<file path="config.mk">
export PLATFORM = sky130hd
export DESIGN_NAME = dperr_core
export DESIGN_NICKNAME = d
export VERILOG_FILES = /design/src/core/dperr_pkg.sv /design/src/core/dperr_core.sv
export SDC_FILE = /design/constraint.sdc
export NUM_CORES = 1
export LEC_CHECK = 0
export BUFFER_PORTS_ARGS = -buffer_cell sky130_fd_sc_hd__buf_2
export CELL_PAD_IN_SITES_DETAIL_PLACEMENT = 1
export CELL_PAD_IN_SITES_GLOBAL_PLACEMENT = 1
export CORE_UTILIZATION = 40
export DETAILED_ROUTE_END_ITERATION = 12
export MAX_ROUTING_LAYER = met4
export PLACE_DENSITY = 0.81
export REMOVE_ABC_BUFFERS = 1
export SYNTH_ARGS = -nofsm -noshare
export SYNTH_HDL_FRONTEND = slang
export SYNTH_SLANG_ARGS = --single-unit
</file>
<file path="constraint.sdc">
create_clock -name pclk -period 2.7 [get_ports pclk]
set_clock_uncertainty 0.1 [all_clocks]
set_input_delay 0.135 -clock pclk [delete_from_list [all_inputs] [get_ports pclk]]
set_output_delay 0.135 -clock pclk [all_outputs]
set_load 0.01 [all_outputs]
</file>
<file path="src/core/dperr_pkg.sv">
// Purpose: constants and carriers for the datapath error response block
// Assumes: one core clock, registers reached over APB, 32-bit data
// Notes: status and log words live on a separate power-on reset
//----------------------------------------------------------------------
// Overview of operation
// captured status survives reset, readable by software
// each fatal or interrupt output has driver enable
// memory/bus 1x: correct, forward, flag, masked interrupt
// bus write 2x: poison memory write, noncritical flag
// memory read 2x: poison forward, log transaction id
// data parity: poison only failing chunk
// byte-enable parity: poison whole line
// datapath link faults: bus-init, fatal datapath flag
// retirement faults: unconditional bus-init, no log
// address/request/size faults: bus-init if enabled, log
// modified hit or above memory top: bus-init
// length/ready/write protocol faults: bus-init, fatal flag
// bus error converts to bus-init when enabled
// queue, lock, counter, bridge fatal: bus-init
// memory chip command parity: bus-init, log command
// buffer parity: unconditional interrupt, noncritical flag
// first-error only when empty, else next-error (code counts a lone corrected flag as empty)
// repeated 1x: corrected flag, then noncritical, then next
// flags sticky until cleared, logs only first fault
//----------------------------------------------------------------------
`default_nettype none

package dperr_pkg;

    // register offsets
    localparam logic [11:0] OFF_CTRL = 12'h000;
    localparam logic [11:0] OFF_AC_FIRST = 12'h004;
    localparam logic [11:0] OFF_AC_NEXT = 12'h008;
    localparam logic [11:0] OFF_DP_FIRST = 12'h00C;
    localparam logic [11:0] OFF_MASK = 12'h010;
    localparam logic [11:0] OFF_ADDR_LOG = 12'h014;
    localparam logic [11:0] OFF_SB_TID = 12'h018;
    localparam logic [11:0] OFF_DB_TID = 12'h01C;
    localparam logic [11:0] OFF_FB_TID = 12'h020;
    localparam logic [11:0] OFF_CMD_LOG = 12'h024;

    // control bits
    localparam int CTL_W = 5;
    localparam int CTL_BUS_INIT_SIGNAL_EN = 0;
    localparam int CTL_BRIDGE_EN = 1;
    localparam int CTL_IRQ_EN = 2;
    localparam int CTL_PAR_FLAG = 3;
    localparam int CTL_BUS_ERROR_SIGNAL_CONV = 4;
    localparam logic [CTL_W-1:0] CTRL_RST = 5'h07;

    // address controller flag positions
    localparam int AF_W = 18;
    localparam int AF_SNE = 0;
    localparam int AF_CORRECTED_MEMORY_ERROR_FLAG = 1;
    localparam int AF_SFE = 2;
    localparam int AF_FRE = 3;
    localparam int AF_RPE = 4;
    localparam int AF_IPE = 5;
    localparam int AF_SRU = 6;
    localparam int AF_AE = 7;
    localparam int AF_RQE = 8;
    localparam int AF_ASE = 9;
    localparam int AF_IHS = 10;
    localparam int AF_TE = 11;
    localparam int AF_BER = 12;
    localparam int AF_IUE = 13;
    localparam int AF_XBE = 14;
    localparam int AF_LTE = 15;
    localparam int AF_RCE = 16;
    localparam int AF_MXE = 17;
    localparam logic [AF_W-1:0] MASK_RST = 18'h00000;

    localparam int TID_W = 8;
    localparam int ADDR_W = 32;
    localparam int CMD_W = 16;
    localparam int DF_W = 15;

    // bus-init hold time
    localparam int CLK_PERIOD_NS = 4;
    localparam int BUS_INIT_SIGNAL_HOLD_NS = 32;
    localparam int BUS_INIT_SIGNAL_HOLD_CYC = BUS_INIT_SIGNAL_HOLD_NS / CLK_PERIOD_NS;
    localparam int SYNC_STAGES = 3;

    // datapath detected events, one-cycle pulses; bit 0 is sys_1x
    typedef struct packed {
        logic buf_par;
        logic data_ready_signal_proto;
        logic wr_proto;
        logic len_proto;
        logic cfg_par;
        logic be_par;
        logic data_par;
        logic rx_len;
        logic id_par;
        logic rsp_err;
        logic cmd_par;
        logic mem_2x;
        logic mem_1x;
        logic sys_2x;
        logic sys_1x;
    } dperr_dp_evt_s;

    // address controller detected events, one-cycle pulses
    typedef struct packed {
        logic res_cnt;
        logic lock_nores;
        logic ioq_err;
        logic above_tom;
        logic modified_hit_response_exp;
        logic asz_bad;
        logic req_par;
        logic addr_par;
        logic store_undf;
        logic pdb_id_par;
        logic retire_par;
        logic false_retire;
    } dperr_ac_evt_s;

    // data captured alongside the events
    typedef struct packed {
        logic [TID_W-1:0] txn_id;
        logic [ADDR_W-1:0] addr;
        logic [CMD_W-1:0] mem_cmd;
    } dperr_info_s;

    // data path actions, one-cycle pulses
    typedef struct packed {
        logic fwd_corrected;
        logic poison_mem_write;
        logic poison_bus_fwd;
        logic poison_chunk;
        logic poison_line;
    } dperr_act_s;

endpackage : dperr_pkg

`default_nettype wire

</file>
<file path="src/core/dperr_core.sv">
// Purpose: error classification, logging and response for datapath faults
// Assumes: event inputs are pulses on pclk; pins are asynchronous
// Notes: status/log registers reset only by pwr_on_rst_n
`default_nettype none

module dperr_core
    import dperr_pkg::*;
#(
    parameter int HOLD_CYC = BUS_INIT_SIGNAL_HOLD_CYC
) (
    // clock and resets
    input wire logic pclk,
    input wire logic presetn,
    input wire logic pwr_on_rst_n,
    // apb slave
    input wire logic psel,
    input wire logic penable,
    input wire logic pwrite,
    input wire logic [11:0] paddr,
    input wire logic [31:0] pwdata,
    output logic [31:0] prdata,
    output logic pready,
    output logic pslverr,
    // internal fault reports
    input wire dperr_dp_evt_s dp_evt,
    input wire dperr_ac_evt_s ac_evt,
    input wire dperr_info_s info,
    // asynchronous fault pins
    input wire logic bridge_fatal_input_n,
    input wire logic mem_chip_err_n,
    input wire logic bus_error_signal_n,
    // responses
    output logic bus_init_signal_n,
    output logic bridge_fatal_out_n,
    output logic irq,
    output dperr_act_s act
);

    if (HOLD_CYC < 1 || HOLD_CYC > 255) begin : g_chk
        $error("HOLD_CYC must lie in 1..255");
    end

    //------------------------------------------------------------------
    // pin synchronisers and filters
    //------------------------------------------------------------------
    logic [2:0] pin_raw;
    logic [2:0] pin_flt;
    logic [2:0] pin_flt_d;
    logic [2:0] pin_evt;

    assign pin_raw = {bus_error_signal_n, mem_chip_err_n,
        bridge_fatal_input_n};

    for (genvar i = 0; i < 3; i++) begin : g_sync
        logic [SYNC_STAGES-1:0] s;
        always_ff @(posedge pclk or negedge presetn) begin
            if (!presetn) begin
                s <= '1;
                pin_flt[i] <= 1'b1;
                pin_flt_d[i] <= 1'b1;
            end else begin
                s <= {s[SYNC_STAGES-2:0], pin_raw[i]};
                if (s[1] == s[2]) begin
                    pin_flt[i] <= s[2];
                end
                pin_flt_d[i] <= pin_flt[i];
            end
        end
        assign pin_evt[i] = pin_flt_d[i] & ~pin_flt[i];
    end

    logic bf_evt;
    logic mem_evt;
    logic bus_error_signal_evt;
    assign bf_evt = pin_evt[0];
    assign mem_evt = pin_evt[1];
    assign bus_error_signal_evt = pin_evt[2];

    //------------------------------------------------------------------
    // apb access
    //------------------------------------------------------------------
    logic [CTL_W-1:0] ctrl;
    logic [AF_W-1:0] mask;
    logic [AF_W-1:0] ac_first;
    logic [AF_W-1:0] ac_next;
    logic [DF_W-1:0] dp_first;
    logic [ADDR_W-1:0] addr_log;
    logic [TID_W-1:0] sb_tid;
    logic [TID_W-1:0] db_tid;
    logic [TID_W-1:0] fb_tid;
    logic [CMD_W-1:0] cmd_log;
    logic wr_en;
    logic [AF_W-1:0] clr_first;
    logic [AF_W-1:0] clr_next;
    logic [DF_W-1:0] clr_dp;

    assign wr_en = psel & penable & pready & pwrite;
    assign clr_first = (wr_en && paddr == OFF_AC_FIRST) ?
        pwdata[AF_W-1:0] : '0;
    assign clr_next = (wr_en && paddr == OFF_AC_NEXT) ?
        pwdata[AF_W-1:0] : '0;
    assign clr_dp = (wr_en && paddr == OFF_DP_FIRST) ?
        pwdata[DF_W-1:0] : '0;

    logic [31:0] next_rdata;
    logic next_err;
    always_comb begin
        next_rdata = 32'h0000_0000;
        next_err = 1'b0;
        unique case (paddr)
            OFF_CTRL: next_rdata[CTL_W-1:0] = ctrl;
            OFF_AC_FIRST: next_rdata[AF_W-1:0] = ac_first;
            OFF_AC_NEXT: next_rdata[AF_W-1:0] = ac_next;
            OFF_DP_FIRST: next_rdata[DF_W-1:0] = dp_first;
            OFF_MASK: next_rdata[AF_W-1:0] = mask;
            OFF_ADDR_LOG: next_rdata[ADDR_W-1:0] = addr_log;
            OFF_SB_TID: next_rdata[TID_W-1:0] = sb_tid;
            OFF_DB_TID: next_rdata[TID_W-1:0] = db_tid;
            OFF_FB_TID: next_rdata[TID_W-1:0] = fb_tid;
            OFF_CMD_LOG: next_rdata[CMD_W-1:0] = cmd_log;
            default: next_err = 1'b1;
        endcase
    end

    // answer in the first access cycle
    always_ff @(posedge pclk or negedge presetn) begin
        if (!presetn) begin
            pready <= 1'b0;
            prdata <= 32'h0000_0000;
            pslverr <= 1'b0;
        end else begin
            pready <= psel & ~penable;
            pslverr <= psel & ~penable & next_err;
            if (psel && !penable && !pwrite) begin
                prdata <= next_rdata;
            end
        end
    end

    always_ff @(posedge pclk or negedge presetn) begin
        if (!presetn) begin
            ctrl <= CTRL_RST;
            mask <= MASK_RST;
        end else if (wr_en) begin
            if (paddr == OFF_CTRL) begin
                ctrl <= pwdata[CTL_W-1:0];
            end
            if (paddr == OFF_MASK) begin
                mask <= pwdata[AF_W-1:0];
            end
        end
    end

    //------------------------------------------------------------------
    // classification
    //------------------------------------------------------------------
    logic held;
    logic [AF_W-1:0] aev;
    logic [AF_W-1:0] keep_corrected_memory_error_flag;
    logic fatal;
    logic par_grp;

    assign keep_corrected_memory_error_flag = AF_W'(1) << AF_CORRECTED_MEMORY_ERROR_FLAG;
    assign held = |(ac_first & ~keep_corrected_memory_error_flag);
    assign par_grp = ac_evt.addr_par | ac_evt.req_par | ac_evt.asz_bad;

    always_comb begin
        aev = '0;
        aev[AF_SNE] = dp_evt.sys_1x | dp_evt.sys_2x | dp_evt.mem_2x
            | dp_evt.data_par | dp_evt.be_par | dp_evt.buf_par
            | (dp_evt.mem_1x & ac_first[AF_CORRECTED_MEMORY_ERROR_FLAG]);
        aev[AF_CORRECTED_MEMORY_ERROR_FLAG] = dp_evt.mem_1x & ~ac_first[AF_CORRECTED_MEMORY_ERROR_FLAG];
        aev[AF_SFE] = dp_evt.cmd_par | dp_evt.rsp_err | dp_evt.id_par
            | dp_evt.rx_len | dp_evt.cfg_par | dp_evt.len_proto
            | dp_evt.wr_proto | dp_evt.data_ready_signal_proto;
        aev[AF_FRE] = ac_evt.false_retire;
        aev[AF_RPE] = ac_evt.retire_par;
        aev[AF_IPE] = ac_evt.pdb_id_par;
        aev[AF_SRU] = ac_evt.store_undf;
        aev[AF_AE] = ac_evt.addr_par;
        aev[AF_RQE] = ac_evt.req_par;
        aev[AF_ASE] = ac_evt.asz_bad;
        aev[AF_IHS] = ac_evt.modified_hit_response_exp;
        aev[AF_TE] = ac_evt.above_tom;
        aev[AF_BER] = bus_error_signal_evt;
        aev[AF_IUE] = ac_evt.ioq_err;
        aev[AF_XBE] = bf_evt;
        aev[AF_LTE] = ac_evt.lock_nores;
        aev[AF_RCE] = ac_evt.res_cnt;
        aev[AF_MXE] = mem_evt;
    end

    // bus error bit left out: it is fatal only through the conversion
    assign fatal = (|aev[AF_MXE:AF_IUE])
        | (|aev[AF_TE:AF_IHS])
        | (|aev[AF_SRU:AF_SFE])
        | (par_grp & ctrl[CTL_PAR_FLAG])
        | (bus_error_signal_evt & ctrl[CTL_BUS_ERROR_SIGNAL_CONV]);

    //------------------------------------------------------------------
    // sticky status, kept across presetn
    //------------------------------------------------------------------
    always_ff @(posedge pclk or negedge pwr_on_rst_n) begin
        if (!pwr_on_rst_n) begin
            ac_first <= '0;
            ac_next <= '0;
            dp_first <= '0;
        end else begin
            ac_first <= (ac_first & ~clr_first) | (held ? '0 : aev);
            ac_next <= (ac_next & ~clr_next) | (held ? aev : '0);
            dp_first <= (dp_first & ~clr_dp) | DF_W'(dp_evt);
        end
    end

    // address and command logs capture only the fault that took the first flag; id logs the first of each 1x and 2x event, one per cycle with mem_2x first
    always_ff @(posedge pclk or negedge pwr_on_rst_n) begin
        if (!pwr_on_rst_n) begin
            addr_log <= '0;
            sb_tid <= '0;
            db_tid <= '0;
            fb_tid <= '0;
            cmd_log <= '0;
        end else begin
            if (par_grp && !held) begin
                addr_log <= info.addr;
            end
            if (mem_evt && !held) begin
                cmd_log <= info.mem_cmd;
            end
            if (dp_evt.mem_2x && !dp_first[3]) begin
                db_tid <= info.txn_id;
            end else if ((dp_evt.sys_1x && !dp_first[0])
                    || (dp_evt.sys_2x && !dp_first[1])) begin
                fb_tid <= info.txn_id;
            end else if (dp_evt.mem_1x && !dp_first[2]) begin
                sb_tid <= info.txn_id;
            end
        end
    end

    //------------------------------------------------------------------
    // responses
    //------------------------------------------------------------------
    logic [7:0] hold_cnt;
    logic bus_init_signal_on;
    assign bus_init_signal_on = fatal | (hold_cnt != 8'h00);

    always_ff @(posedge pclk or negedge presetn) begin
        if (!presetn) begin
            hold_cnt <= 8'h00;
            bus_init_signal_n <= 1'b1;
            bridge_fatal_out_n <= 1'b1;
        end else begin
            if (fatal) begin
                hold_cnt <= 8'(HOLD_CYC - 1);
            end else if (hold_cnt != 8'h00) begin
                hold_cnt <= hold_cnt - 8'h01;
            end
            bus_init_signal_n <= ~(bus_init_signal_on & ctrl[CTL_BUS_INIT_SIGNAL_EN]);
            bridge_fatal_out_n <= ~(bus_init_signal_on & ctrl[CTL_BRIDGE_EN]);
        end
    end

    always_ff @(posedge pclk or negedge presetn) begin
        if (!presetn) begin
            irq <= 1'b0;
        end else begin
            irq <= ctrl[CTL_IRQ_EN] & ((|(ac_first & mask))
                | dp_first[14]);
        end
    end

    always_ff @(posedge pclk or negedge presetn) begin
        if (!presetn) begin
            act <= '0;
        end else begin
            act.fwd_corrected <= dp_evt.sys_1x | dp_evt.mem_1x;
            act.poison_mem_write <= dp_evt.sys_2x;
            act.poison_bus_fwd <= dp_evt.mem_2x;
            act.poison_chunk <= dp_evt.data_par & ~dp_evt.be_par;
            act.poison_line <= dp_evt.be_par;
        end
    end
endmodule : dperr_core

`default_nettype wire

</file>
; Word-level counts from Yosys, hierarchy flattened
; Index checks and enable logic that the tools add are counted.
; Widths: inputs -> output; s select.
[word_totals]
word_cells = 148
output_inout_bits = 42
ff_bits = 211
input_bits = 136
[op_classes]
addsub = 1
n_eq_ne = 12
bitwise = 58
n_mux = 14
reduce_logical = 32
[op_table]
columns = op, n
row1 = $mux 18, 4
row2 = $and 18x18->18, 3
row3 = $pmux 5 s10, 1
row4 = $eq 12x5->1 const B, 4
row5 = $pmux 7 s6, 1
row6 = $not 18->18, 2
row7 = $or 18x18->18, 2
row8 = $pmux 3 s9, 1
row9 = $eq 12x4->1 const B, 2
row10 = $eq 12x6->1 const B, 2
row11 = $or 1x1->1, 22
row12 = $reduce_or 18->1, 1
row13 = $reduce_or 17->1, 1
row14 = $and 1x1->1, 16
row15 = $mux 8, 2
row16 = $and 15x15->15, 1
row17 = $mux 15, 1
row18 = $not 15->15, 1
row19 = $or 15x15->15, 1
row20 = $mux 14, 1
row21 = $eq 12x3->1 const B, 1
row22 = $logic_not 12->1, 1
row23 = $logic_and 1x1->1, 11
row24 = $not 1->1, 10
row25 = other kinds (14), 25

; Logic depth before layout (Yosys ltp)
; Gate-level depths: netlist of run 1.
[logic_depth]
depth_word = 14
depth_mapped = 8
mapped_depth_nobuf = 6

; Least setup slack after synthesis of run 1
; No wires, ideal clock.
[synth_path]
path_type = register to register
start = register ac_first[15]
end = register cmd_log[10]
t_required_ns = 2.475
synth_period_minus_slack_ns = 2.326
stages_incl_launch_ff = 7
setup_time_ns = 0.125
arrival_ns = 2.102
path_buffers = 2
path_slack_ns = 0.374
path_cell_list = dfrtp_1 > or3_1 > or3_1 > buf_2 > nor2_2 > buf_4 > mux2_2
[synth_via]
elab_chain_len = 3
[synth_rtl]
columns = element, line_no
row1 = "start, declared", dperr_core.sv:84  ; logic [AF_W-1:0] ac_first;
row2 = "start signal, assigned", dperr_core.sv:209  ; ac_first <= (ac_first & ~clr_first) | (held ? '0 : aev);
row3 = $reduce_or 17->1, dperr_core.sv:164  ; assign held = |(ac_first & ~keep_corrected_memory_error_flag);
row4 = $logic_not 1->1, dperr_core.sv:227  ; if (mem_evt && !held) begin
row5 = $logic_and 1x1->1, dperr_core.sv:227
row6 = "end signal, assigned", dperr_core.sv:228  ; cmd_log <= info.mem_cmd;
row7 = "end, declared", dperr_core.sv:91  ; logic [CMD_W-1:0] cmd_log;
; Every way passes these cells.
; A chain may end at the register's enable or synchronous reset.

; Final worst setup path of run 1
[layout_path]
start = input port paddr[1]
end = register ac_next[6]
[layout_via]
elab_chain_len = 6
[layout_rtl]
columns = element, line_no
row1 = "start, declared", dperr_core.sv:19  ; input wire logic [11:0] paddr,
row2 = $eq 12x4->1, dperr_core.sv:100  ; assign clr_next = (wr_en && paddr == OFF_AC_NEXT) ?
row3 = $logic_and 1x1->1, dperr_core.sv:100
row4 = $mux 18, dperr_core.sv:100
row5 = $not 18->18, dperr_core.sv:210  ; ac_next <= (ac_next & ~clr_next) | (held ? aev : '0);
row6 = $and 18x18->18, dperr_core.sv:210
row7 = $or 18x18->18, dperr_core.sv:210
row8 = "end signal, assigned", dperr_core.sv:210
row9 = "end, declared", dperr_core.sv:85  ; logic [AF_W-1:0] ac_next;
; Every way passes these cells.

==> reports/results.tsv, run 1 <==
metric	value	unit
status	completed	
slowest_stage	dlygate4sd3_1	
numCtsBuffers	24	
synth_edf_count	0	
maxCapViolCount	0	
slowest_delay	570	ps
ctsHtreeMaxLevel	1	
syn_to_final_growth	37.2	%
fp-row-count	55	
cts_sinks	211	
grt_overflow	0	
drcViolationCount	0	
fmax	379	MHz
setup_violations	0	
avgRoutedWirePerCell	24.7	µm
ys_ff_latch	211	
max_slew_margin	43.0	%
synthCells	753	
crit_chain	dlygate4sd3_1 -> buf_2 -> or3b_2 -> nor4_4 -> and2_1 -> buf_6 -> nand2_1 -> a22o_1 -> dlygate4sd3_1	
cp_num_buf_inv	4	
critical_path_required	2980	ps
first_pass_iters	5	
synth_cell_types	58	
avgSynthCellArea	12.3	µm²
ys_warn_count	0	
syn_area	9300	µm²
layout_common_cells	191 x dfrtp_1, 161 x buf_2, 126 x dlygate4sd3_1, 105 x mux2_2, 82 x nand2_1	
cp_max_fo	18	
clock_path_buffers	3	
period_needed	2640	ps
synthArstFlopShare	100	%
cts_tree	built	
dp_hpwl	21300	µm
grt_pass1_wl	52700	µm
dieArea	23900	µm²
clk_latency	520	ps
cp_common_cell	dlygate4sd3_1	
start_kind	primary input	
final_max_slew_viol_count	0	
fin_tns_setup	0	ps
ios	178	
die_w	154	µm
hp-class	in2async	
critPathArrivalTime	2920	ps
min_period_over_period	97.8	%
first_global_vias	8830	
clockRootBuffer	clkbuf_16	
io_buffers	163	
final_util	56.2	%
fin_cells	1377	
finalPower	7.43	mW
p_leak	5.70	nW
grt_max_degree	49	
grt_usage	29.9	%
core_area	22700	µm²
critPathKind	in2reg	
gp_congestion	0.896	
fin_nets	1209	
drt_wl_total	34000	µm
synth_seq_area_share	57.1	%
clkTransAtPathRegs	60	ps
synthFlopType	dfrtp_1	
end_kind	register	
critPathTopFamily	buffers and inverters	
power_density	582	nW/µm²
ant_nets	0	
hold_viol	0	
dp.cells	1205	
avgViaCountPerCell	5.80	
initial_utilization	40.9	%
worstMarginPinSlew	856	ps
drive_above_1_share	35.5	%
antenna_found_initial	2	
drt-initial-drc-count	553	
fp.dieH	154	µm
peakVddDrop	0.000598	V
final_common_cell	dfrtp_1	
vias	7989	
[cells by family after synthesis]
| logic type | after synthesis | synth area share (%) |
|---|---|---|
| XOR/XNOR | 1 | 0.0942 |
| AND/OR/NAND/NOR | 198 | 10.9 |
| flip-flops | 211 | 57.1 |
| buffers and inverters | 46 | 2.27 |
| adder cells (fa/ha/maj) | 4 | 0.458 |
| multiplexers | 134 | 16.4 |
| AO/OA/AOI/OAI | 159 | 12.8 |
[power by group]
group | switching [mW] | internal (mW) | total (mW)
clock | 1.35 | 2.06 | 3.41
combinational | 0.334 | 0.327 | 0.661
sequential | 0.0676 | 3.29 | 3.36
total | 1.75 | 5.67 | 7.43
[metal layers]
layer	track usage, %	share of wire [%]	vias up
met2	49.9	50	377
met3	4.01	5.9	90
met4	11.0	3.6	0
li1	-	-	3438
met5	-	0	-
met1	37.2	40	4084
[worst reg2reg max path: stages, from the launching register on]
cell and delay [ps]:
dfrtp_1 450, nor4_2 330, nand2_1 140, or3_4 430, buf_4 210, a22o_1 250
dlygate4sd3_1 570
[repair_timing]
| item | in CTS | in global routing |
|---|---|---|
| hold buffers | 126 | 0 |
| resized for setup | 0 | 4 |
| setup endpoints to repair | 0 | 5 |
| setup buffers | 0 | 0 |
| hold endpoints to repair | 280 | 0 |
[sequential cells by signal (all words and copies together) (netlist names), 9 cells and up]
register,flops
ac_first,18
ac_next,18
addr_log,32
cmd_log,16
dp_first,15
g_sync.s,9
mask,18
prdata,32
[final timing paths]
kind                                start             end  slack, ps  cells after the start
max                              paddr[1]      ac_next[6]         60                      9
min                          pwr_on_rst_n       fb_tid[0]         50                      2
max reg2reg                   ac_first[2]      ac_next[6]        100                      6
min reg2reg                g_sync[1].s[0]  g_sync[1].s[1]        250                      0
max in group asynchronous    pwr_on_rst_n     ac_first[0]       1670                      3
min in group pclk                  pwrite      prdata[14]         70                      5
[cell type report]
type | count | area (µm²)
inverters | 10 | 37.5
clock buffers | 37 | 732
diodes | 2 | 5.00
well taps | 285 | 357
multi-input cells | 496 | 3810
flip-flops and latches | 211 | 5310
fillers | 2362 | 9950
clock inverters | 7 | 87.6
repair buffers | 329 | 2420
[Yosys cell counts (all sizes together) (7+ instances only)]
library cell  instances  share of area (%)
nor2                 29                1.2
mux2i                24                2.6
clkbuf               16               0.65
nor2b                 7               0.47
o21ai                25                1.3
nand4                12               0.81
nand2                82                3.3
or3                   7               0.47
a221oi               13                1.2
nor3                 13               0.75
inv                  10               0.40
buf                  20                1.2
a21o                 16                1.3
dfstp                20                5.7
a21oi                17               0.92
nand2b                7               0.47
and3                  9               0.61
a22oi                14                1.1
a22o                 50                4.7
nor4                 12                1.3
dfrtp               191                 51
mux2                106                 13
[metrics by stage]
| step | setup WS [ps] | hold slack (ps) | instance area (µm²) |
|---|---|---|---|
| final | 59.0 | 52.1 | 12800 |
| after global routing | -0.165 | 82.1 | 12800 |
| after CTS | 114 | 46.7 | 12700 |
| after detailed placement | 343 | 50.1 | 10600 |
| after global placement | 389 | 44.4 | 10600 |
| after floorplan | -726 | -261 | 9120 |
(Power assumes the default switching activity.)
==> inputs of run 2 (changes only) <==
- CORE_UTILIZATION: 40 -> 38
- PLACE_DENSITY: 0.81 -> 0.78
==> run 2 against run 1 <==
Combinational power down 0.8%. Via count down 2.9%. Setup slack better by 17 ps. Sequential cell count unchanged. Cell count up 2.5%. Register-to-register slack better by 40 ps. Die area up 5.2%. Sequential share of layout area down 0.13 points.
==> reports/results.tsv, run 2 (same netlist as run 1, synthesis figures left out) <==
metric	value	unit
status	completed	
ios	178	
max_slew_margin	30.7	%
hp-class	in2async	
p_leak	5.71	nW
grt_overflow	0	
finalPower	7.37	mW
min_period_over_period	97.2	%
numCtsBuffers	24	
core_area	23800	µm²
gp_congestion	0.877	
peakVddDrop	0.000448	V
fillers	2467	
dpl-instance-area	10700	µm²
dieArea	25100	µm²
grt_usage	27.7	%
ant_nets	0	
hold_viol	0	
fin_nets	1211	
whs	22.5	ps
syn_to_final_growth	37.7	%
maxCapViolCount	0	
final_max_slew_viol_count	0	
grt_pass1_wl	50200	µm
fmax	381	MHz
cp_common_cell	dlygate4sd3_1	
final_cell_area	12800	µm²
first_pass_iters	5	
drt-initial-drc-count	407	
avgRoutedWirePerCell	23.4	µm
start_kind	primary input	
critPathArrivalTime	2910	ps
cts_tree	built	
final_common_cell	dfrtp_1	
clk_latency	520	ps
dp_hpwl	21000	µm
setup_violations	0	
grt_max_degree	57	
die_w	158	µm
fin_tns_setup	0	ps
worstMarginPinSlew	1040	ps
ctsHtreeMaxLevel	1	
clock_path_buffers	3	
power_density	576	nW/µm²
rsz0062_at_grt	no	
clockRootBuffer	clkbuf_16	
critPathKind	in2reg	
slowest_stage	dlygate4sd3_1	
drive_above_1_share	35.1	%
antenna_found_initial	0	
cp_max_fo	18	
initial_utilization	39.1	%
crit_chain	dlygate4sd3_1 -> buf_2 -> or3b_2 -> nor4_4 -> and2_1 -> buf_4 -> nand2_1 -> a22o_1 -> dlygate4sd3_1	
end_kind	register	
slowest_delay	550	ps
fp-row-count	56	
critical_path_required	2990	ps
layout_common_cells	191 x dfrtp_1, 161 x buf_2, 130 x dlygate4sd3_1, 105 x mux2_2, 82 x nand2_1	
reg_top3	addr_log x32, prdata x32	
period_needed	2620	ps
cts_setup_buffers	0	
first_global_vias	8679	
drt_wl_total	33100	µm
avgViaCountPerCell	5.50	
critPathTopFamily	buffers and inverters	
io_buffers	163	
vias	7758	
diodes	0	
cp_num_buf_inv	4	
fp.dieH	158	µm
clkTransAtPathRegs	60	ps
drcViolationCount	0	
cts_sinks	211	
[run 2: cell count changes in the layout (fill, tap and decap cells not counted), sizes merged]
| cell | change |
|---|---|
| buf | -2 |
| dlygate4sd3 | +4 |
| clkbuf | +1 |
| diode | -2 |
| clkinvlp | -1 |
[run 2: through the flow]
stage / util [%] / cells / setup WS [ps]
floorplan: - / 717 / -726
global placement: 44.9 / 1237 / 398
detailed placement: 44.9 / 1237 / 346
CTS: 53.8 / 1411 / 113
global route: 53.9 / 1411 / 14.4
finish: 53.9 / 1411 / 76.1
[run 2: final cells by class]
type | instances | area [µm²] | share of cell area [%]
flip-flops and latches | 211 | 5310 | 41.5
multi-input cells | 496 | 3800 | 29.7
repair buffers | 331 | 2440 | 19.1
clock buffers | 38 | 724 | 5.66
well taps | 319 | 399 | 3.12
clock inverters | 6 | 83.8 | 0.655
inverters | 10 | 37.5 | 0.293
[run 2: report_power, final]
part	internal [mW]	switching, mW
logic	0.326	0.330
registers	3.29	0.0697
clock network	2.03	1.32
[run 2: repair_timing]
action	CTS	global route
setup endpoints to repair	0	2
hold buffers	130	0
gates resized for setup	0	2
endpoints found under the hold margin	366	0
[run 2: worst register-to-register path: stages (launching register included)]
cell	delay [ps]
dfrtp_1	440
nor4_1	330
nand2_1	130
or3_4	390
buf_4	220
a22o_1	240
dlygate4sd3_1	580
[run 2: final timing paths]
check | end | cells after the start | slack [ps] | from
worst max-delay path | ac_next[16] | 9 | 80 | paddr[0]
max in group asynchronous | sb_tid[0] | 3 | 980 | pwr_on_rst_n
worst min-delay path | act[3] | 2 | 20 | presetn
worst max register to register | ac_next[5] | 6 | 140 | ac_first[7]
worst min register to register | g_sync[2].s[1] | 0 | 260 | g_sync[2].s[0]
min in group pclk | prdata[9] | 5 | 70 | pwrite
[run 2: routing by layer]
| layer | routed length [µm] | up-vias | global-route usage [%] |
|---|---|---|---|
| li1 | - | 3432 | - |
| met1 | 13600 | 3943 | 34.3 |
| met2 | 16500 | 313 | 46.3 |
| met3 | 2110 | 70 | 4.65 |
| met4 | 892 | 0 | 8.47 |
| met5 | 0 | - | - |
==> inputs of run 3 (changes only) <==
- ABC_AREA: default -> 1
- PLACE_DENSITY: 0.78 -> 0.82
==> run 3 against run 2 <==
Maximum frequency about the same. Combinational power shrank 9.3%. Synthesized area is 4.3% higher. Sequential cell count unchanged. Cell count rose by 29%. Core utilization is 1.8 points lower. Die area is 4.2% higher. Global-route usage up 2.3 points. Critical path depth shrank 1. Clock power is essentially flat. Synthesized cell count rose by 54%. Hold slack improved by 33 ps. Critical path type is now reg2reg. Highest routed layer unchanged.
==> reports/results.tsv, run 3 <==
metric	value	unit
regArea	5310	µm²
avgViaCountPerCell	5.36	
synth_area_leaders	dfrtp_1 49%, nand2_1 11%, o21ai_0 7.3%, nand3_1 6.9%, dfstp_2 5.4%	
period_needed	2630	ps
synthFlopType	dfrtp_1	
maxCapViolCount	0	
critPathArrivalTime	2920	ps
clkTransAtPathRegs	60	ps
min_period_over_period	97.3	%
hold_depth	7	
finalPower	7.28	mW
r2r-start	ac_first[17]	
first_global_vias	10700	
critPathKind	reg2reg	
ios	178	
synth_edf_count	0	
cts_sinks	211	
hp-class	in2reg	
synthTopCellsByCount	287 x nand2_1, 191 x dfrtp_1, 141 x o21ai_0	
start_kind	register	
p_leak	6.43	nW
end_kind	register	
power_density	557	nW/µm²
syn_area	9700	µm²
synth_area_leader_cell	dfrtp_1	
antenna_found_initial	0	
synthArstFlopShare	100	%
final_max_slew_viol_count	0	
vias	9727	
layout_common_cells	287 x nand2_1, 191 x dfrtp_1, 161 x buf_2, 141 x o21ai_0, 136 x inv_1	
cts_tree	built	
fillers	3028	
final_common_cell	nand2_1	
cp_max_fo	21	
dieArea	26200	µm²
synth_seq_area_share	54.7	%
drcViolationCount	0	
ctsHtreeMaxLevel	1	
fp-row-count	58	
fp.dieH	162	µm
hp-start	paddr[0]	
cts_setup_buffers	0	
whs	55.8	ps
synth_top_area_share	49.3	%
initial_utilization	38.6	%
grt_overflow	0	
ys_warn_count	0	
reg_top3	addr_log x32, prdata x32	
drt_wl_total	36900	µm
grt_max_degree	59	
diodes	0	
io_buffers	163	
regToRegEndpoint	ac_next[9]	
avgSynthCellArea	8.34	µm²
gp_congestion	0.884	
grt_usage	30.0	%
worst-r2r-cell-count	8	
multi_input_area	3660	µm²
die_w	162	µm
ys_ff_latch	211	
grt_pass1_wl	58600	µm
max_slew_margin	34.3	%
first_pass_iters	6	
peakVddDrop	0.000408	V
cts_resized	0	
clock_path_buffers	3	
worstMarginPinSlew	985	ps
yosys.cell_count.top_type	nand2_1	
clk_latency	540	ps
r2r_slack	70	ps
rsz0062_at_grt	no	
drive_above_1_share	19.3	%
drt-initial-drc-count	736	
cts_hold_buf	132	
avgRoutedWirePerCell	20.3	µm
synthCells	1162	
clockRootBuffer	clkbuf_16	
fin_tns_setup	0	ps
synth_cell_types	44	
min_to	pslverr	
core_area	25100	µm²
ant_nets	0	
hold_viol	0	
fin_nets	1604	
status	completed	
numCtsBuffers	24	
dp_hpwl	22600	µm
setup_violations	0	
fmax	381	MHz
critical_path_required	2990	ps
syn_to_final_growth	34.9	%
run 3: cell types whose count changed in the layout (fill, tap and decap cells not counted), moves of 17 or more:
cell | previous run | this run
nand3_1 | 4 | 134
mux2_2 | 105 | 0
o21ai_1 | 0 | 35
nor2_1 | 27 | 79
mux2i_1 | 24 | 0
o21ai_0 | 25 | 141
nand2_1 | 82 | 287
buf_4 | 37 | 20
inv_1 | 10 | 136
a22o_1 | 50 | 1
run 3: power breakdown:
part           switching [mW]  leakage, nW  internal, mW
clock network            1.39        0.401          1.96
logic                   0.326         3.53         0.269
registers              0.0602         2.50          3.27
run 3: routing by layer:
metal	up-vias	wire length (µm)	GRT usage, %
met5	-	0	-
met4	0	1620	13.4
met3	112	1820	4.32
met2	362	18300	50.5
met1	4888	15100	35.7
li1	4365	-	-
run 3: worst max-delay path, stage by stage, from the launching register on:
cell	delay [ps]
dfrtp_1	400
nor2_1	160
nand4_1	170
nor2_4	370
nand2_2	260
buf_12	230
nand2_1	110
nand2_1	60
dlygate4sd3_1	590
run 3: metrics by stage:
step	worst slack, ps	instances	util (%)	instance area (µm²)
after floorplan	166	1124	-	9490
after global placement	669	1639	43.6	11000
after detailed placement	641	1639	43.6	11000
after CTS	165	1815	52.1	13100
after global routing	17.3	1815	52.1	13100
final	73.5	1815	52.1	13100
run 3: layout make-up:
type	instances	area share, %
timing repair buffer	317	18.0
inverter	142	4.09
multi-input combinational	771	28.0
sequential	211	40.6
clock inverter	8	0.584
tap	330	3.16
clock buffer	36	5.57
run 3: kinds of logic (layout without fill, tap and decap cells):
kind of cell | count (synthesis) | count (layout) | share of synthesized area [%]
simple gates | 553 | 553 | 25.4
compound gates | 214 | 214 | 11.9
flops | 211 | 211 | 54.7
buf+inv | 180 | 503 | 7.59
fa+ha+maj | 4 | 4 | 0.439
run 3: how the worst max path moves through the flow:
stage	from	to
5_1_grt	penable	prdata[16]
6_report	ac_first[17]	ac_next[9]
3_5_place_dp	paddr[1]	prdata[4]
2_1_floorplan	psel	prdata[16]
4_1_cts	penable	prdata[16]
3_3_place_gp	pin_flt[0]	hold_cnt[4]
